[config.mk]
export PLATFORM = sky130hd
export DESIGN_NAME = prt_interval_timer
export DESIGN_NICKNAME = d
export VERILOG_FILES = /design/src/pkg/prt_pkg.sv /design/src/verilog/prt_prescaler.sv /design/src/verilog/prt_interval_timer.sv
export VERILOG_INCLUDE_DIRS = /design/src /design/src/pkg
export SDC_FILE = /design/constraint.sdc
export NUM_CORES = 1
export LEC_CHECK = 0
export BUFFER_PORTS_ARGS = -buffer_cell sky130_fd_sc_hd__buf_2
export CORE_ASPECT_RATIO = 0.6
export CORE_MARGIN = 2
export CORE_UTILIZATION = 45
export DETAILED_ROUTE_END_ITERATION = 8
export GPL_ROUTABILITY_DRIVEN = 0
export GPL_TIMING_DRIVEN = 0
export HOLD_SLACK_MARGIN = 0.08
export PLACE_DENSITY_LB_ADDON = 0.15
export SYNTH_ARGS = -nofsm -noshare
export SYNTH_HDL_FRONTEND = slang
export SYNTH_SLANG_ARGS = --single-unit
[constraint.sdc]
create_clock -name sys_clk -period 3.2 [get_ports sys_clk]
set_input_delay 0.16 -clock sys_clk [delete_from_list [all_inputs] [get_ports sys_clk]]
set_output_delay 0.16 -clock sys_clk [all_outputs]
set_load 0.005 [all_outputs]
[src/pkg/prt_cfg.svh]
`ifndef PRT_CFG_SVH
`define PRT_CFG_SVH

// ************************************************************
// register map
// ************************************************************
`define PRT_ADDR_W        8
`define PRT_OFS_MODE      8'h00
`define PRT_OFS_STATUS    8'h04
`define PRT_OFS_VALUE     8'h08
`define PRT_OFS_SNAP      8'h0C
`define PRT_OFS_EVT       8'h10
`define PRT_OFS_EVT_MASK  8'h14

// ************************************************************
// field layout and reset values
// ************************************************************
`define PRT_DATA_W        32
`define PRT_CNT_W         20
`define PRT_OVF_W         12
`define PRT_LIMIT_LSB     0
`define PRT_TEN_BIT       24
`define PRT_IEN_BIT       25
`define PRT_FLAG_BIT      0
`define PRT_LIMIT_RST     20'hFFFFF
`define PRT_OVF_MAX       12'hFFF
`define PRT_OVF_ONE       12'h001
`define PRT_EVT_W         2
`define PRT_EVT_INTERVAL  0
`define PRT_EVT_OVF_WRAP  1

// ************************************************************
// prescaler
// ************************************************************
`define PRT_PRESCALE      16
`define PRT_PRE_W         4
`define PRT_PRE_LAST      4'hF

`endif

[src/pkg/prt_pkg.sv]
`include "prt_cfg.svh"

package prt_pkg;

  typedef struct packed {
    logic [`PRT_ADDR_W-1:0] addr;
    logic [`PRT_DATA_W-1:0] wdata;
    logic                   wr;
    logic                   rd;
  } prt_bus_t;

  typedef struct packed {
    logic                  irq_en;
    logic                  tmr_en;
    logic [`PRT_CNT_W-1:0] limit;
  } prt_mode_t;

  typedef struct packed {
    logic [`PRT_OVF_W-1:0] ovf;
    logic [`PRT_CNT_W-1:0] cnt;
  } prt_count_t;

  typedef enum logic [1:0] {
    PRT_ST_IDLE = 2'b01,
    PRT_ST_RUN  = 2'b10
  } prt_run_t;

endpackage : prt_pkg

[src/verilog/prt_prescaler.sv]
`timescale 1ns/1ps
`default_nettype none
`include "prt_cfg.svh"

// ************************************************************
// divide-by-16 tick source, frozen while held
// ************************************************************
module prt_prescaler (
  input  wire logic sys_clk,
  input  wire logic rst,
  input  wire logic hold,
  output logic      tick
);

  logic [`PRT_PRE_W-1:0] div_cnt;

  always_ff @(posedge sys_clk or posedge rst) begin
    if (rst) begin
      div_cnt <= '0;
    end else if (!hold) begin
      div_cnt <= div_cnt + 1'b1;
    end
  end

  always_ff @(posedge sys_clk or posedge rst) begin
    if (rst) begin
      tick <= 1'b0;
    end else begin
      tick <= !hold && (div_cnt == `PRT_PRE_LAST);
    end
  end

  a_tick_spacing : assert property (@(posedge sys_clk) disable iff (rst) // see RULE2
    tick |=> (!tick) [*8] ##1 (!tick) [*7])
    else $error("prescaler tick closer than sixteen cycles");

endmodule : prt_prescaler

`default_nettype wire

[src/verilog/prt_interval_timer.sv]
`timescale 1ns/1ps
`default_nettype none
`include "prt_cfg.svh"

// What this block does
// RULE1: count up, wrap at limit, bump overflow
// RULE2: primary counter advances once per sixteen clocks
// RULE3: wrap sets flag; irq when flag and enabled
// RULE4: writing limit never restarts the counters
// RULE5: value read returns counts, clears overflow, flag
// RULE6: snapshot read returns counts, changes nothing
// RULE7: starts disabled; enable acts at zero count
// RULE8: disabled timer finishes interval, then holds zero
// RULE9: debug halt freezes both counters
// RULE10: interval lasts limit plus one ticks
// RULE11: mode: limit 19:0, enable 24, irq 25
// RULE12: counts: primary 19:0, overflow 31:20
// RULE13: overflow counts intervals since last value read
// RULE14: status bit 0 is flag, rest zero
// RULE15: mode 0x00, status 0x04, value 0x08, snapshot 0x0C
// RULE16: overflow wraps; read-only writes ignored
module prt_interval_timer (
  input  wire logic              sys_clk,
  input  wire logic              rst,
  input  wire prt_pkg::prt_bus_t bus_req,
  output logic [`PRT_DATA_W-1:0] bus_rdata,
  input  wire logic              debug_halt,
  output logic                   irq
);

  // ************************************************************
  // state
  // ************************************************************
  prt_pkg::prt_mode_t              mode;
  prt_pkg::prt_run_t               run_state;
  logic [`PRT_CNT_W-1:0]           primary_count;
  logic [`PRT_OVF_W-1:0]           interval_overflow_count;
  logic                            interval_reached_flag;
  logic [`PRT_EVT_W-1:0]           evt_status;
  logic [`PRT_EVT_W-1:0]           evt_mask;
  logic [`PRT_EVT_W-1:0]           evt_hit;
  prt_pkg::prt_count_t             count_view;
  logic [`PRT_DATA_W-1:0]          next_rdata;
  logic                            next_irq;
  logic                            tick;
  logic                            step;
  logic                            wrap;
  logic                            wr_mode;
  logic                            wr_mask;
  logic                            rd_status;
  logic                            rd_value;
  logic                            rd_snap;
  logic                            rd_evt;

  // ************************************************************
  // prescaler
  // ************************************************************
  prt_prescaler u_prescaler (
    .sys_clk (sys_clk),
    .rst     (rst),
    .hold    (debug_halt), // see RULE9
    .tick    (tick)
  );

  // ************************************************************
  // address decode
  // ************************************************************
  // only mode and mask accept writes
  assign wr_mode   = bus_req.wr && (bus_req.addr == `PRT_OFS_MODE); // see RULE15
  assign wr_mask   = bus_req.wr && (bus_req.addr == `PRT_OFS_EVT_MASK); // see RULE16
  assign rd_status = bus_req.rd && (bus_req.addr == `PRT_OFS_STATUS);
  assign rd_value  = bus_req.rd && (bus_req.addr == `PRT_OFS_VALUE); // see RULE15
  assign rd_snap   = bus_req.rd && (bus_req.addr == `PRT_OFS_SNAP);
  assign rd_evt    = bus_req.rd && (bus_req.addr == `PRT_OFS_EVT);

  // ************************************************************
  // counting qualifiers
  // ************************************************************
  // one step per prescaled tick, none under debug halt
  assign step = tick && !debug_halt && (run_state == prt_pkg::PRT_ST_RUN); // see RULE2
  // full-width compare, so an interval is limit+1 steps
  assign wrap = step && (primary_count == mode.limit); // see RULE10

  // ************************************************************
  // mode register
  // ************************************************************
  always_ff @(posedge sys_clk or posedge rst) begin
    if (rst) begin
      mode.limit  <= `PRT_LIMIT_RST; // see RULE11
      mode.tmr_en <= 1'b0; // see RULE7
      mode.irq_en <= 1'b0;
    end else if (wr_mode) begin
      // counters are not touched here
      mode.limit  <= bus_req.wdata[`PRT_LIMIT_LSB +: `PRT_CNT_W]; // see RULE4
      mode.tmr_en <= bus_req.wdata[`PRT_TEN_BIT]; // see RULE11
      mode.irq_en <= bus_req.wdata[`PRT_IEN_BIT]; // see RULE11
    end
  end

  // ************************************************************
  // run control
  // ************************************************************
  // idle only with primary count at zero, so enable acts at zero
  always_ff @(posedge sys_clk or posedge rst) begin
    if (rst) begin
      run_state <= prt_pkg::PRT_ST_IDLE; // see RULE7
    end else begin
      case (run_state)
        prt_pkg::PRT_ST_IDLE: begin
          if (mode.tmr_en) begin
            run_state <= prt_pkg::PRT_ST_RUN; // see RULE7
          end
        end
        prt_pkg::PRT_ST_RUN: begin
          // a cleared enable still lets the interval finish
          if (wrap && !mode.tmr_en) begin
            run_state <= prt_pkg::PRT_ST_IDLE; // see RULE8
          end
        end
        default: begin
          run_state <= prt_pkg::PRT_ST_IDLE;
        end
      endcase
    end
  end

  // ************************************************************
  // primary counter
  // ************************************************************
  always_ff @(posedge sys_clk or posedge rst) begin
    if (rst) begin
      primary_count <= '0;
    end else if (wrap) begin
      primary_count <= '0; // see RULE1
    end else if (step) begin
      primary_count <= primary_count + 1'b1; // see RULE1
    end
  end

  // ************************************************************
  // interval overflow counter
  // ************************************************************
  // a wrap in the clearing-read cycle is kept as the first interval
  always_ff @(posedge sys_clk or posedge rst) begin
    if (rst) begin
      interval_overflow_count <= '0;
    end else if (wrap && rd_value) begin
      interval_overflow_count <= `PRT_OVF_ONE; // see RULE13
    end else if (wrap) begin
      // natural modulo wrap at the maximum
      interval_overflow_count <= interval_overflow_count + 1'b1; // see RULE16
    end else if (rd_value) begin
      interval_overflow_count <= '0; // see RULE5
    end
  end

  // ************************************************************
  // interval reached flag
  // ************************************************************
  // set wins over the clearing read
  always_ff @(posedge sys_clk or posedge rst) begin
    if (rst) begin
      interval_reached_flag <= 1'b0;
    end else if (wrap) begin
      interval_reached_flag <= 1'b1; // see RULE3
    end else if (rd_value) begin
      interval_reached_flag <= 1'b0; // see RULE5
    end
  end

  // ************************************************************
  // event status and mask
  // ************************************************************
  assign evt_hit[`PRT_EVT_INTERVAL] = wrap;
  assign evt_hit[`PRT_EVT_OVF_WRAP] = wrap && (interval_overflow_count == `PRT_OVF_MAX);

  generate
    for (genvar i = 0; i < `PRT_EVT_W; i++) begin : g_evt
      // set wins over read-to-clear
      always_ff @(posedge sys_clk or posedge rst) begin
        if (rst) begin
          evt_status[i] <= 1'b0;
        end else if (evt_hit[i]) begin
          evt_status[i] <= 1'b1;
        end else if (rd_evt) begin
          evt_status[i] <= 1'b0;
        end
      end
    end
  endgenerate

  always_ff @(posedge sys_clk or posedge rst) begin
    if (rst) begin
      evt_mask <= '0;
    end else if (wr_mask) begin
      evt_mask <= bus_req.wdata[`PRT_EVT_W-1:0];
    end
  end

  // ************************************************************
  // interrupt
  // ************************************************************
  always_comb begin
    next_irq = (interval_reached_flag && mode.irq_en) || (|(evt_status & evt_mask)); // see RULE3
  end

  always_ff @(posedge sys_clk or posedge rst) begin
    if (rst) begin
      irq <= 1'b0;
    end else begin
      irq <= next_irq;
    end
  end

  // ************************************************************
  // read data
  // ************************************************************
  assign count_view.ovf = interval_overflow_count; // see RULE12
  assign count_view.cnt = primary_count; // see RULE12

  always_comb begin
    next_rdata = '0;
    case (bus_req.addr)
      `PRT_OFS_MODE: begin
        next_rdata[`PRT_LIMIT_LSB +: `PRT_CNT_W] = mode.limit;
        next_rdata[`PRT_TEN_BIT]                 = mode.tmr_en;
        next_rdata[`PRT_IEN_BIT]                 = mode.irq_en;
      end
      `PRT_OFS_STATUS: begin
        next_rdata[`PRT_FLAG_BIT] = interval_reached_flag; // see RULE14
      end
      `PRT_OFS_VALUE: begin
        next_rdata = count_view; // see RULE5
      end
      `PRT_OFS_SNAP: begin
        next_rdata = count_view; // see RULE6
      end
      `PRT_OFS_EVT: begin
        next_rdata[`PRT_EVT_W-1:0] = evt_status;
      end
      `PRT_OFS_EVT_MASK: begin
        next_rdata[`PRT_EVT_W-1:0] = evt_mask;
      end
      default: begin
        next_rdata = '0;
      end
    endcase
  end

  always_ff @(posedge sys_clk or posedge rst) begin
    if (rst) begin
      bus_rdata <= '0;
    end else if (bus_req.rd) begin
      bus_rdata <= next_rdata;
    end else begin
      bus_rdata <= '0;
    end
  end

  // ************************************************************
  // checks
  // ************************************************************
  a_wrap_to_zero : assert property (@(posedge sys_clk) disable iff (rst) // see RULE1
    wrap |=> (primary_count == '0))
    else $error("primary count did not return to zero after wrap");

  a_ovf_increment : assert property (@(posedge sys_clk) disable iff (rst) // see RULE13
    (wrap && !rd_value) |=>
      (interval_overflow_count == $past(interval_overflow_count) + 1'b1))
    else $error("overflow count did not step on wrap");

  a_flag_on_wrap : assert property (@(posedge sys_clk) disable iff (rst) // see RULE3
    wrap |=> interval_reached_flag)
    else $error("flag not set after wrap");

  a_irq_follows_flag : assert property (@(posedge sys_clk) disable iff (rst) // see RULE3
    (interval_reached_flag && mode.irq_en) |=> irq)
    else $error("irq low while enabled flag set");

  a_limit_write_keeps : assert property (@(posedge sys_clk) disable iff (rst) // see RULE4
    (wr_mode && !step) |=> $stable(primary_count) && $stable(interval_overflow_count))
    else $error("mode write disturbed the counters");

  a_value_read_clears : assert property (@(posedge sys_clk) disable iff (rst) // see RULE5
    (rd_value && !wrap) |=> (interval_overflow_count == '0) && !interval_reached_flag)
    else $error("clearing read did not clear overflow and flag");

  a_snap_read_keeps : assert property (@(posedge sys_clk) disable iff (rst) // see RULE6
    (rd_snap && !step) |=> $stable(interval_overflow_count) && $stable(interval_reached_flag)
      && (bus_rdata == {$past(interval_overflow_count), $past(primary_count)}))
    else $error("snapshot read wrong or had a side effect");

  a_idle_at_zero : assert property (@(posedge sys_clk) disable iff (rst) // see RULE8
    (run_state == prt_pkg::PRT_ST_IDLE) |-> (primary_count == '0))
    else $error("idle timer holds a nonzero count");

  a_halt_freezes : assert property (@(posedge sys_clk) disable iff (rst) // see RULE9
    debug_halt |=> $stable(primary_count) && $stable(interval_overflow_count))
    else $error("counters moved under debug halt");

  a_status_layout : assert property (@(posedge sys_clk) disable iff (rst) // see RULE14
    rd_status |=> (bus_rdata == {{(`PRT_DATA_W-1){1'b0}}, $past(interval_reached_flag)}))
    else $error("status read layout wrong");

  a_enable_at_zero : assert property (@(posedge sys_clk) disable iff (rst) // see RULE7
    $changed(run_state) |-> (primary_count == '0))
    else $error("run state changed away from zero count");

  a_count_only_on_step : assert property (@(posedge sys_clk) disable iff (rst) // see RULE2
    !step |=> $stable(primary_count))
    else $error("primary count moved without a prescaled tick");

  a_count_increment : assert property (@(posedge sys_clk) disable iff (rst) // see RULE10
    (step && (primary_count != mode.limit)) |=>
      (primary_count == $past(primary_count) + 1'b1))
    else $error("primary count did not step by one below the limit");

  a_flag_holds : assert property (@(posedge sys_clk) disable iff (rst) // see RULE14
    (!wrap && !rd_value) |=> $stable(interval_reached_flag))
    else $error("flag changed without wrap or clearing read");

  a_irq_off_masked : assert property (@(posedge sys_clk) disable iff (rst) // see RULE3
    (!(interval_reached_flag && mode.irq_en) && ((evt_status & evt_mask) == '0)) |=> !irq)
    else $error("irq high with no enabled source");

  a_ro_write_ignored : assert property (@(posedge sys_clk) disable iff (rst) // see RULE16
    (bus_req.wr && (bus_req.addr != `PRT_OFS_MODE)) |=> $stable(mode))
    else $error("write to another offset changed the mode register");

  a_rdata_idle : assert property (@(posedge sys_clk) disable iff (rst) // see RULE15
    !bus_req.rd |=> (bus_rdata == '0))
    else $error("read data not zero outside a read");

  a_unmapped_read_zero : assert property (@(posedge sys_clk) disable iff (rst) // see RULE15
    (bus_req.rd && (bus_req.addr > `PRT_OFS_EVT_MASK)) |=> (bus_rdata == '0))
    else $error("unmapped read returned nonzero data");

  a_value_read_data : assert property (@(posedge sys_clk) disable iff (rst) // see RULE5
    rd_value |=>
      (bus_rdata == {$past(interval_overflow_count), $past(primary_count)}))
    else $error("clearing read returned wrong counts");

  a_mode_write_lands : assert property (@(posedge sys_clk) disable iff (rst) // see RULE11
    wr_mode |=> (mode.limit == $past(bus_req.wdata[`PRT_LIMIT_LSB +: `PRT_CNT_W]))
      && (mode.irq_en == $past(bus_req.wdata[`PRT_IEN_BIT])))
    else $error("mode write did not land");

endmodule : prt_interval_timer

`default_nettype wire

==> impl_metrics.sql, run 1 <==
INSERT INTO impl_metrics (metric_group, metric, value, unit) VALUES
('critical_path', 'cpPeakStageDelay', '0.55', 'ns'),
('sta', 'period_minus_slack', '2.37', 'ns'),
('power', 'p_total', '0.00276', 'W'),
('floorplanning', 'initial_cell_density_of_the_core', '0.463', ''),
('logic_synthesis', 'synth_edf_count', '0', ''),
('sta', 'timing.clock.skew', '0.00900', 'ns'),
('drt', 'routed-wl-met3', '591', 'microns'),
('logic_synthesis', 'synth_simple_gate_area_share', '0.177', ''),
('drt', 'drt-pass1-iter-count', '5', ''),
('layout', 'fillCellCount', '841', ''),
('logic_synthesis', 'syn_area_per_cell', '11.7', 'sq um'),
('drt', 'detailedRoute.firstIterationViolations', '222', ''),
('critical_path', 'timing.setup.critical_path_class', 'register to register', ''),
('critical_path', 'cp.arrival', '2.64', 'ns'),
('critical_path', 'crit_family', 'simple AND/OR/NAND/NOR gates', ''),
('sta', 'timing.setup.tns', '0', 'ns'),
('drt', 'routed.top_layer', 'met4', ''),
('logic_synthesis', 'yosysTopAreaCellShare', '0.428', ''),
('critical_path', 'worst-r2r-setup-slack', '0.83', 'ns'),
('layout', 'drive_above_1_share', '0.318', ''),
('clocking', 'max-clock-path-buffers', '2', ''),
('run', 'drv_cap', '0', ''),
('critical_path', 'rr_endpoint', 'interval_overflow_count[10]$_DFFE_PP0P_', ''),
('global_route', 'grt_pass1_wl', '16100', 'microns'),
('sta', 'hold_ws', '0.104', 'ns'),
('drt', 'final_routed_wirelength_across_all_metal_layers', '10000', 'microns'),
('sta', 'max_freq', '0.422', 'GHz'),
('drt', 'met2RoutedLength', '4150', 'microns'),
('sta', 'finalHoldViolations', '0', ''),
('sta', 'max_slew_margin', '0.631', ''),
('drt', 'average_routed_wire_per_standard_cell', '15.9', 'microns'),
('logic_synthesis', 'synth_async_sr_flop_share', '1.00', ''),
('sta', 'setup-violations-final', '0', ''),
('place', 'numPortBuffers', '64', ''),
('global_route', 'grt-ovfl-total', '0', ''),
('global_route', 'grt_antenna_before_repair', '0', ''),
('global_route', 'grt_pass1_vias', '3052', ''),
('clocking', 'clock_tree_from_tritoncts', 'done', ''),
('sta', 'timing.final.crit_share', '0.741', ''),
('power', 'max-vdd-ir-drop', '0.304', 'mV'),
('status', 'run_status', 'finished, final reports clean', ''),
('drt', 'drc', '0', ''),
('critical_path', 'timing.critical_path.required', '3.47', 'ns'),
('clocking', 'clk_pin_slew_worst_paths', '0.07', 'ns'),
('critical_path', 'crit_fanout', '10', ''),
('clocking', 'total_number_of_clock_tree_sinks', '99', ''),
('floorplanning', 'dieArea', '11000', 'sq um'),
('critical_path', 'worst_setup_path_start_kind', 'register', ''),
('floorplanning', 'io_pins', '78', ''),
('sta', 'worst_tran_pin_value', '0.548', 'ns'),
('logic_synthesis', 'adder_cell_area_share_of_the_yosys_netlist', '0.00824', ''),
('global_route', 'largest_net_degree_at_the_start_of_global_routing', '72', ''),
('logic_synthesis', 'synth.cells.most_frequent', 'sky130_fd_sc_hd__dfrtp_1 (78), sky130_fd_sc_hd__nand2_1 (29), sky130_fd_sc_hd__nor2_1 (27)', ''),
('hold_path', 'min_path_cells', '2', ''),
('logic_synthesis', 'synth_top_family_by_area', 'simple AND/OR/NAND/NOR gates', ''),
('sta', 'unrepaired_setup_endpoints_after_global_routing', 'false', ''),
('critical_path', 'worstReg2RegStart', 'mode[13]$_DFFE_PP1P_', ''),
('clocking', 'htree_num_levels', '3', ''),
('power', 'p_leak', '2.71', 'nW'),
('drt', 'wl_met1', '5160', 'microns'),
('logic_synthesis', 'synth.ff_latch_count', '99', ''),
('critical_path', 'rr_worst_depth', '6', ''),
('logic_synthesis', 'syn_inst', '391', ''),
('hold_path', 'hold_path.class', 'input pin to register', ''),
('floorplanning', 'chipWidth', '134', 'microns'),
('drt', 'vias_per_cell', '5.07', ''),
('critical_path', 'timing.critical_path.to_type', 'register', ''),
('logic_synthesis', 'netlist.top_cell.by_area', 'sky130_fd_sc_hd__dfrtp_1', ''),
('drt', 'vias', '3189', ''),
('clocking', 'numCtsBuffers', '9', ''),
('logic_synthesis', 'synth_area', '4560', 'sq um');
==> per-stage QoR <==
stage,instance area [sq um],util,std cells,worst slack [ns]
finish,5600,0.569,629,0.828
global route,5600,0.569,629,0.675
floorplan,4560,-,391,0.484
detailed placement,5080,0.516,591,0.856
CTS,5600,0.569,629,0.822
global placement,5050,0.513,590,-0.707
==> flip-flops by register name, indices dropped and copies added (netlist names) <==
| signal | flops |
|---|---|
| primary_count | 20 |
| irq | 1 |
| evt_mask | 2 |
| interval_overflow_count | 12 |
| evt_status | 2 |
| u_prescaler.tick | 1 |
| interval_reached_flag | 1 |
| bus_rdata | 32 |
| u_prescaler.div_cnt | 4 |
| run_state | 2 |
| mode | 22 |
==> worst max path at each step <==
stage,from,to,slack [ns],cells past startpoint
5_1_grt,mode[13]$_DFFE_PP1P_,interval_overflow_count[10]$_DFFE_PP0P_,0.67,6
3_3_place_gp,rst,bus_rdata[20]$_DFF_PP0_,-0.71,2
2_1_floorplan,rst,bus_rdata[0]$_DFF_PP0_,0.48,1
4_1_cts,mode[13]$_DFFE_PP1P_,interval_overflow_count[10]$_DFFE_PP0P_,0.82,6
6_report,mode[13]$_DFFE_PP1P_,interval_overflow_count[10]$_DFFE_PP0P_,0.83,6
3_5_place_dp,mode[13]$_DFFE_PP1P_,interval_overflow_count[10]$_DFFE_PP0P_,0.86,6
==> worst register-to-register path: stages, from the launching register on <==
cell	delay, ns
sky130_fd_sc_hd__dfstp_2	0.55
sky130_fd_sc_hd__xor2_1	0.07
sky130_fd_sc_hd__nor4_1	0.53
sky130_fd_sc_hd__nand4_2	0.32
sky130_fd_sc_hd__clkbuf_4	0.28
sky130_fd_sc_hd__nor3_1	0.34
sky130_fd_sc_hd__mux2i_1	0.22
==> power by group <==
part	total [W]	switching [W]	leakage (nW)	internal, W
sequential	0.00138	0.0000595	1.29	0.00132
combinational	0.000283	0.000147	1.27	0.000137
clock	0.00110	0.000484	0.142	0.000611
total	0.00276	0.000690	2.71	0.00207
==> metal layers <==
metal	vias to the layer above	global-route usage
li1	1556	-
met1	1545	0.302
met2	77	0.274
met3	11	0.0549
met4	0	0.0543
met5	-	0
==> cells in the final DEF, fill, tap and decap left out, types with 8 or more instances in the layout <==
master,synthesis,final
sky130_fd_sc_hd__xor2_1,23,23
sky130_fd_sc_hd__and2_1,11,11
sky130_fd_sc_hd__nand3_1,12,12
sky130_fd_sc_hd__dfrtp_1,78,78
sky130_fd_sc_hd__clkbuf_16,0,9
sky130_fd_sc_hd__nor2_1,27,27
sky130_fd_sc_hd__buf_2,8,72
sky130_fd_sc_hd__clkbuf_1,8,8
sky130_fd_sc_hd__nand2_1,29,29
sky130_fd_sc_hd__nor3_1,15,15
sky130_fd_sc_hd__dlygate4sd3_1,0,22
sky130_fd_sc_hd__xnor2_1,19,19
sky130_fd_sc_hd__a22o_1,19,19
sky130_fd_sc_hd__mux2i_1,9,9
sky130_fd_sc_hd__mux2_2,25,25
sky130_fd_sc_hd__nand2b_1,12,12
sky130_fd_sc_hd__dfstp_2,21,21
==> cell type report <==
class	instances	area, sq um	share of cell area
multi-input cells	262	1900	0.339
well taps	135	169	0.0302
flip-flops and latches	99	2500	0.447
plain buffers	22	124	0.0221
inverters	8	32.5	0.00581
repair buffers	87	568	0.101
clock inverters	7	76.3	0.0136
clock buffers	9	225	0.0402
==> what timing repair did <==
item | 4_1_cts | 5_1_grt
setup buffers | 0 | 0
hold buffers | 22 | 0
endpoints found under the hold margin | 40 | 0
resized for setup | 0 | 0
==> kinds of logic after synthesis <==
group,Yosys count
XOR/XNOR,42
multiplexers,35
AO/OA/AOI/OAI,38
AND/OR/NAND/NOR,144
flip-flops,99
buffers and inverters,30
adder cells (fa/ha/maj),3
No activity file was read; power rests on OpenSTA's default activity.
==> run 2: changes to the inputs <==
- ABC_AREA: unset -> 1
- clock period: 3.2 -> 2.05 ns (I/O delays scaled with it)
==> run 2 against run 1 <==
Net effect:
- combinational power increased by 110%
- critical path depth up 2
- synthesized area rose by 9.9%
- register-to-register slack got worse by 0.67 ns
- global-route usage grew 3.2 points
- first-iteration DRC count is 76% higher
- sequential share of layout area down 4.2 points
- cell count is 44% higher
- largest power group unchanged
==> impl_metrics.sql, run 2 <==
INSERT INTO impl_metrics (metric_group, metric, value, unit) VALUES
('status', 'run_status', 'finished, final reports clean', ''),
('sta', 'timing.final.crit_share', '0.921', ''),
('drt', 'average_routed_wire_per_standard_cell', '14.6', 'microns'),
('sta', 'timing.setup.tns', '0', 'ns'),
('critical_path', 'cp.arrival', '2.11', 'ns'),
('hold_path', 'hold_path.class', 'input pin to register', ''),
('layout', 'area_growth_syn_to_layout', '23.6', '%'),
('layout', 'fillCellCount', '1037', ''),
('sta', 'maxSlewViolCount', '0', ''),
('power', 'switching_power', '0.00123', 'W'),
('critical_path', 'worst_setup_path_startpoint', 'primary_count[1]$_DFFE_PP0P_', ''),
('layout', 'largest_register_ffs', '32', ''),
('global_route', 'grt_antenna_before_repair', '0', ''),
('sta', 'hold_ws', '0.125', 'ns'),
('clocking', 'clk_pin_slew_worst_paths', '0.07', 'ns'),
('global_route', 'grt_pass1_wl', '21700', 'microns'),
('global_route', 'grt-ovfl-total', '0', ''),
('place', 'numPortBuffers', '67', ''),
('clocking', 'total_number_of_clock_tree_sinks', '99', ''),
('power', 'clkPwrFrac', '0.428', ''),
('layout', 'drive_above_1_share', '0.184', ''),
('clocking', 'cts_setup_buffers', '0', ''),
('layout', 'largest_register', 'bus_rdata', ''),
('clocking', 'numCtsBuffers', '9', ''),
('sta', 'max_slew_margin', '0.583', ''),
('drt', 'final_routed_wirelength_across_all_metal_layers', '13200', 'microns'),
('floorplanning', 'io_pins', '78', ''),
('floorplanning', 'initial_cell_density_of_the_core', '0.468', ''),
('sta', 'finalHoldViolations', '0', ''),
('logic_synthesis', 'synth.cells.most_frequent', 'sky130_fd_sc_hd__nand2_1 (184), sky130_fd_sc_hd__nor2_1 (93), sky130_fd_sc_hd__inv_1 (91)', ''),
('hold_path', 'timing.hold.worst.start', 'bus_req[1]', ''),
('power', 'cell_internal_pwr', '0.00369', 'W'),
('logic_synthesis', 'seq_area_frac_synth', '0.500', ''),
('floorplanning', 'rows', '29', ''),
('place', 'dp.final_hpwl', '10100', 'microns'),
('sta', 'unrepaired_setup_endpoints_after_global_routing', 'false', ''),
('global_route', 'grt_pass1_vias', '4347', ''),
('drt', 'postRouteAntennaNets', '0', ''),
('logic_synthesis', 'synth_async_sr_flop_share', '1.00', ''),
('clocking', 'clkLatencyLatePin', '0.35', 'ns'),
('power', 'max-vdd-ir-drop', '0.467', 'mV'),
('place', 'placed_cells', '863', ''),
('clocking', 'htree_num_levels', '3', ''),
('sta', 'timing.clock.skew', '0.00854', 'ns'),
('logic_synthesis', 'netlist.top_cell.by_area', 'sky130_fd_sc_hd__dfrtp_1', ''),
('critical_path', 'worst-r2r-setup-slack', '0.16', 'ns'),
('sta', 'setup-violations-final', '0', ''),
('layout', 'biggestRegsByFlops', 'bus_rdata (32), mode (22), primary_count (20)', ''),
('critical_path', 'timing.critical_path.required', '2.28', 'ns'),
('floorplanning', 'chipWidth', '140', 'microns'),
('floorplanning', 'die_h', '85.7', 'microns'),
('critical_path', 'worstReg2RegStart', 'primary_count[1]$_DFFE_PP0P_', ''),
('power', 'register_share_of_total_power', '0.449', ''),
('logic_synthesis', 'number_of_warnings_issued_by_yosys', '0', ''),
('layout', 'final_common_cell', 'sky130_fd_sc_hd__nand2_1', ''),
('sta', 'worst_tran_pin_value', '0.625', 'ns'),
('logic_synthesis', 'synth_edf_count', '0', ''),
('critical_path', 'worst_setup_path_start_kind', 'register', ''),
('global_route', 'largest_net_degree_at_the_start_of_global_routing', '43', ''),
('logic_synthesis', 'syn_inst', '655', ''),
('logic_synthesis', 'synth.ff_latch_count', '99', ''),
('drt', 'vias_per_cell', '5.13', ''),
('logic_synthesis', 'synth.most_common_cell', 'sky130_fd_sc_hd__nand2_1', ''),
('sta', 'period_minus_slack', '1.89', 'ns'),
('logic_synthesis', 'biggest_area_contributors_in_the_synthesized_netlist', 'sky130_fd_sc_hd__dfrtp_1 (39%), sky130_fd_sc_hd__nand2_1 (14%), sky130_fd_sc_hd__dfstp_2 (11%)', ''),
('global_route', 'grt.total_usage', '0.230', ''),
('floorplanning', 'dieArea', '12000', 'sq um'),
('sta', 'max_freq', '0.530', 'GHz'),
('critical_path', 'timing.setup.critical_path_class', 'register to register', ''),
('logic_synthesis', 'syn_area_per_cell', '7.65', 'sq um'),
('clocking', 'clk_root_buffer_cell', 'sky130_fd_sc_hd__clkbuf_16', ''),
('layout', 'final_cell_mix', 'sky130_fd_sc_hd__nand2_1 (183), sky130_fd_sc_hd__nor2_1 (93), sky130_fd_sc_hd__inv_1 (90), sky130_fd_sc_hd__dfrtp_1 (77), sky130_fd_sc_hd__buf_2 (71)', ''),
('floorplanning', 'coreArea', '10700', 'sq um'),
('layout', 'final_nets', '808', ''),
('power', 'switching_portion_of_total_power', '0.250', ''),
('critical_path', 'timing.critical_path.to_type', 'register', ''),
('logic_synthesis', 'synth_nets', '703', ''),
('logic_synthesis', 'primary_ff_master_synth', 'sky130_fd_sc_hd__dfrtp_1', ''),
('logic_synthesis', 'yosysTopAreaCellShare', '0.390', ''),
('power', 'power_density', '794', 'nW/um^2'),
('power', 'p_total', '0.00491', 'W'),
('drt', 'vias', '4638', ''),
('logic_synthesis', 'yosysUniqueCellTypes', '31', ''),
('layout', 'antenna_cells', '0', ''),
('power', 'power.combinational.fraction', '0.122', ''),
('power', 'p_leak', '3.35', 'nW'),
('drt', 'detailedRoute.firstIterationViolations', '391', ''),
('run', 'drv_cap', '0', ''),
('layout', 'final_util', '0.578', ''),
('drt', 'drc', '0', ''),
('critical_path', 'crit_fanout', '5', ''),
('drt', 'drt-pass1-iter-count', '4', ''),
('logic_synthesis', 'synth_area', '5010', 'sq um'),
('clocking', 'clock_tree_from_tritoncts', 'done', ''),
('clocking', 'max-clock-path-buffers', '2', ''),
('layout', 'layoutNonFillerInstCount', '904', '');
[run 2: repair_timing]
action | 4_1_cts | 5_1_grt
gates resized for setup | 0 | 2
hold buffers | 25 | 0
endpoints found under the hold margin | 46 | 0
setup endpoints to repair | 0 | 8
[run 2: critical path: stages (launching register included)]
cell and delay, ns:
sky130_fd_sc_hd__dfrtp_1 0.46, sky130_fd_sc_hd__ha_1 0.24, sky130_fd_sc_hd__inv_1 0.10, sky130_fd_sc_hd__nor3_4 0.28, sky130_fd_sc_hd__nand2_1 0.15, sky130_fd_sc_hd__nor2_1 0.16, sky130_fd_sc_hd__nand3_1 0.13, sky130_fd_sc_hd__o21ai_0 0.18
sky130_fd_sc_hd__a21oi_1 0.07
[run 2: stage by stage]
step                cell area, sq um  setup WS (ns)
finish                          6190          0.162
global route                    6190        0.00354
CTS                             6180          0.159
detailed placement              5560          0.189
global placement                5520         0.0868
floorplan                       5010          0.538
[run 2: power groups by stage]
stage	Sequential (W)	Clock, W	Combinational (W)
after floorplan	0.00221	0	0.000400
after global placement	0.00223	0	0.000530
after detailed placement	0.00224	0	0.000564
after CTS	0.00221	0.00212	0.000604
after global routing	0.00222	0.00220	0.000680
final	0.00221	0.00210	0.000601
[run 2: cell type report]
type | instances | area (sq um) | share of cell area
buffer | 15 | 77.6 | 0.0125
clock buffer | 10 | 239 | 0.0386
tap | 139 | 174 | 0.0281
clock inverter | 6 | 134 | 0.0216
inverter | 103 | 390 | 0.0631
timing repair buffer | 94 | 626 | 0.101
multi-input combinational | 438 | 2040 | 0.330
sequential | 99 | 2500 | 0.405
[run 2: logic make-up after synthesis]
| family | share of synthesized area |
|---|---|
| xor gates and xnor gates | 0.0210 |
| and+or+nand+nor | 0.299 |
| buffers and inverters | 0.0927 |
| adders and majority gates | 0.00750 |
| AOI/OAI and AO/OA | 0.0799 |
| DFF | 0.500 |
[run 2: final timing paths]
path / to / depth (start not counted)
max in group asynchronous: mode[18]$_DFFE_PP1P_ / 4
min: evt_mask[1]$_DFFE_PP0P_ / 3
max: primary_count[12]$_DFFE_PP0P_ / 8
max reg2reg: primary_count[12]$_DFFE_PP0P_ / 8
min in group asynchronous: bus_rdata[10]$_DFF_PP0_ / 3
min reg2reg: u_prescaler.div_cnt[0]$_DFFE_PP0N_ / 1
[run 2: layer usage]
| metal | part of all wire | up-vias | global-route usage |
|---|---|---|---|
| li1 | - | 2271 | - |
| met1 | 0.50 | 2206 | 0.357 |
| met2 | 0.41 | 151 | 0.336 |
| met3 | 0.077 | 10 | 0.0519 |
| met4 | 0.0062 | 0 | 0.0376 |
| met5 | 0 | - | 0 |
==> run 3: changes to the inputs <==
- CORE_UTILIZATION: 45 -> 30
==> run 3 against run 2 <==
Net effect:
- critical path depth grew 3
- critical path type unchanged
- sequential cell count is the same
- utilization shrank 19 points
- first-iteration DRC count shrank 6.1%
- largest power group unchanged
- highest routed layer unchanged
- fmax shrank 0.54%
==> impl_metrics.sql, run 3 (synthesized netlist as in run 2, its figures left out) <==
INSERT INTO impl_metrics (metric_group, metric, value, unit) VALUES
('clocking', 'max-clock-path-buffers', '2', ''),
('drt', 'drc', '0', ''),
('place', 'numPortBuffers', '67', ''),
('drt', 'average_routed_wire_per_standard_cell', '14.5', 'microns'),
('layout', 'final_nets', '808', ''),
('layout', 'largest_register', 'bus_rdata', ''),
('layout', 'drive_above_1_share', '0.184', ''),
('power', 'p_leak', '3.33', 'nW'),
('sta', 'period_minus_slack', '1.90', 'ns'),
('sta', 'unrepaired_setup_endpoints_after_global_routing', 'false', ''),
('status', 'run_status', 'finished, final reports clean', ''),
('floorplanning', 'rows', '36', ''),
('sta', 'finalHoldViolations', '0', ''),
('sta', 'worst_tran_pin_value', '0.644', 'ns'),
('global_route', 'grt.total_usage', '0.168', ''),
('drt', 'vias', '4544', ''),
('place', 'dp.final_hpwl', '11100', 'microns'),
('drt', 'detailedRoute.firstIterationViolations', '367', ''),
('critical_path', 'cpMostUsedCell', 'sky130_fd_sc_hd__nand2_1', ''),
('sta', 'setup-violations-final', '0', ''),
('sta', 'timing.final.crit_share', '0.926', ''),
('floorplanning', 'die_h', '104', 'microns'),
('hold_path', 'hold_path.class', 'input pin to register', ''),
('drt', 'drt-pass1-iter-count', '4', ''),
('drt', 'postRouteAntennaNets', '0', ''),
('sta', 'maxSlewViolCount', '0', ''),
('sta', 'max_freq', '0.527', 'GHz'),
('clocking', 'clkLatencyLatePin', '0.34', 'ns'),
('critical_path', 'timing.setup.critical_path_class', 'register to register', ''),
('floorplanning', 'initial_cell_density_of_the_core', '0.308', ''),
('sta', 'timing.clock.skew', '0.00897', 'ns'),
('layout', 'final_cell_mix', 'sky130_fd_sc_hd__nand2_1 (183), sky130_fd_sc_hd__nor2_1 (93), sky130_fd_sc_hd__inv_1 (89), sky130_fd_sc_hd__dfrtp_1 (78), sky130_fd_sc_hd__buf_2 (71)', ''),
('floorplanning', 'coreArea', '16300', 'sq um'),
('floorplanning', 'chipWidth', '171', 'microns'),
('global_route', 'grt_pass1_wl', '23000', 'microns'),
('global_route', 'grt_pass1_vias', '4337', ''),
('critical_path', 'number_of_buffer_and_inverter_stages_on_the_critical_path', '2', ''),
('sta', 'timing.setup.tns', '0', 'ns'),
('critical_path', 'timing.critical_path.to_type', 'register', ''),
('clocking', 'clk_pin_slew_worst_paths', '0.07', 'ns'),
('critical_path', 'cpPeakStageDelay', '0.56', 'ns'),
('layout', 'regArea', '2500', 'sq um'),
('global_route', 'grt_antenna_before_repair', '0', ''),
('clocking', 'clock_tree_from_tritoncts', 'done', ''),
('power', 'power_density', '747', 'nW/um^2'),
('clocking', 'numCtsBuffers', '9', ''),
('critical_path', 'crit_fanout', '10', ''),
('clocking', 'total_number_of_clock_tree_sinks', '99', ''),
('run', 'drv_cap', '0', ''),
('layout', 'multi_input_comb_area', '2050', 'sq um'),
('layout', 'final_common_cell', 'sky130_fd_sc_hd__nand2_1', ''),
('layout', 'fillCellCount', '1697', ''),
('sta', 'max_slew_margin', '0.571', ''),
('layout', 'antenna_cells', '0', ''),
('layout', 'area_growth_syn_to_layout', '25.0', '%'),
('global_route', 'grt-ovfl-total', '0', ''),
('critical_path', 'timing.critical_path.slowest_stage_cell', 'sky130_fd_sc_hd__dfstp_2', ''),
('critical_path', 'cp.arrival', '2.17', 'ns'),
('power', 'p_total', '0.00468', 'W'),
('layout', 'largest_register_ffs', '32', ''),
('power', 'max-vdd-ir-drop', '0.349', 'mV'),
('clocking', 'cts_setup_buffers', '0', ''),
('clocking', 'htree_num_levels', '3', ''),
('drt', 'final_routed_wirelength_across_all_metal_layers', '14400', 'microns'),
('floorplanning', 'io_pins', '78', ''),
('global_route', 'largest_net_degree_at_the_start_of_global_routing', '42', ''),
('critical_path', 'timing.critical_path.required', '2.32', 'ns'),
('layout', 'biggestRegsByFlops', 'bus_rdata (32), mode (22), primary_count (20)', ''),
('critical_path', 'crit_family', 'simple AND/OR/NAND/NOR gates', ''),
('critical_path', 'crit_path_cell_trace', 'inv_1 -> nand2_1 -> nand2_1 -> nor2_1 -> nand2_1 -> nor2_1 -> nand3_1 -> buf_6 -> nor2_4 -> nand3_1 -> nand2_1', ''),
('floorplanning', 'dieArea', '17800', 'sq um'),
('clocking', 'clk_root_buffer_cell', 'sky130_fd_sc_hd__clkbuf_16', ''),
('critical_path', 'worst_setup_path_start_kind', 'register', ''),
('drt', 'vias_per_cell', '4.58', '');
run 3: cell count changes in the layout (fill, tap and decap cells not counted), sizes merged:
cell / previous run / this run
bufinv: 4 / 2
clkbuf: 19 / 21
inv: 103 / 102
clkinv: 1 / 2
run 3: power breakdown:
part,internal (W),switching [W]
clock network,0.00114,0.000735
registers,0.00210,0.000107
logic,0.000236,0.000365
total,0.00347,0.00121
run 3: layer usage:
metal | global-route usage | wire length, microns | vias to the layer above
li1 | - | - | 2276
met1 | 0.272 | 7950 | 2146
met2 | 0.226 | 5590 | 117
met3 | 0.0354 | 748 | 5
met4 | 0.0291 | 78 | 0
met5 | 0 | 0 | -
run 3: repair_timing:
item | in CTS | in global routing
resized for setup | 0 | 3
endpoints found under the setup margin | 0 | 8
hold buffers | 25 | 0
endpoints found under the hold margin | 44 | 0
run 3: final cells by class:
class,count,share of cell area
clock buffer,12,0.0410
buffer,15,0.0124
timing repair buffer,94,0.0999
inverter,103,0.0624
tap,228,0.0456
sequential,99,0.400
clock inverter,4,0.0118
multi-input combinational,438,0.327
run 3: path summary, 6_finish.rpt:
path                                                    start                                endpoint  slack (ns)  cells after the start
max                                       mode[0]$_DFFE_PP1P_  interval_overflow_count[6]$_DFFE_PP0P_        0.15                     11
min                                                bus_req[1]                 evt_mask[0]$_DFFE_PP0P_        0.12                      3
max reg2reg                               mode[0]$_DFFE_PP1P_  interval_overflow_count[6]$_DFFE_PP0P_        0.15                     11
min reg2reg                u_prescaler.div_cnt[3]$_DFFE_PP0N_      u_prescaler.div_cnt[3]$_DFFE_PP0N_        0.47                      1
max in group asynchronous                                 rst                    mode[18]$_DFFE_PP1P_        1.04                      4
min in group asynchronous                                 rst                  bus_rdata[8]$_DFF_PP0_        0.36                      3
run 3: through the flow:
stage | cells | util | hold slack (ns) | worst slack (ns) | area (sq um)
after floorplan | 655 | - | 0.169 | 0.538 | 5010
after global placement | 950 | 0.346 | 0.334 | 0.0438 | 5630
after detailed placement | 952 | 0.349 | 0.182 | 0.171 | 5670
after CTS | 993 | 0.385 | 0.114 | 0.151 | 6250
after global routing | 993 | 0.385 | 0.137 | 0.00482 | 6260
final | 993 | 0.385 | 0.123 | 0.152 | 6260
run 3: worst register-to-register path, stage by stage (launching register included):
cell and delay, ns:
sky130_fd_sc_hd__dfstp_2 0.56, sky130_fd_sc_hd__inv_1 0.06, sky130_fd_sc_hd__nand2_1 0.05, sky130_fd_sc_hd__nand2_1 0.11, sky130_fd_sc_hd__nor2_1 0.18, sky130_fd_sc_hd__nand2_1 0.07
sky130_fd_sc_hd__nor2_1 0.10, sky130_fd_sc_hd__nand3_1 0.16, sky130_fd_sc_hd__buf_6 0.20, sky130_fd_sc_hd__nor2_4 0.16, sky130_fd_sc_hd__nand3_1 0.09, sky130_fd_sc_hd__nand2_1 0.07
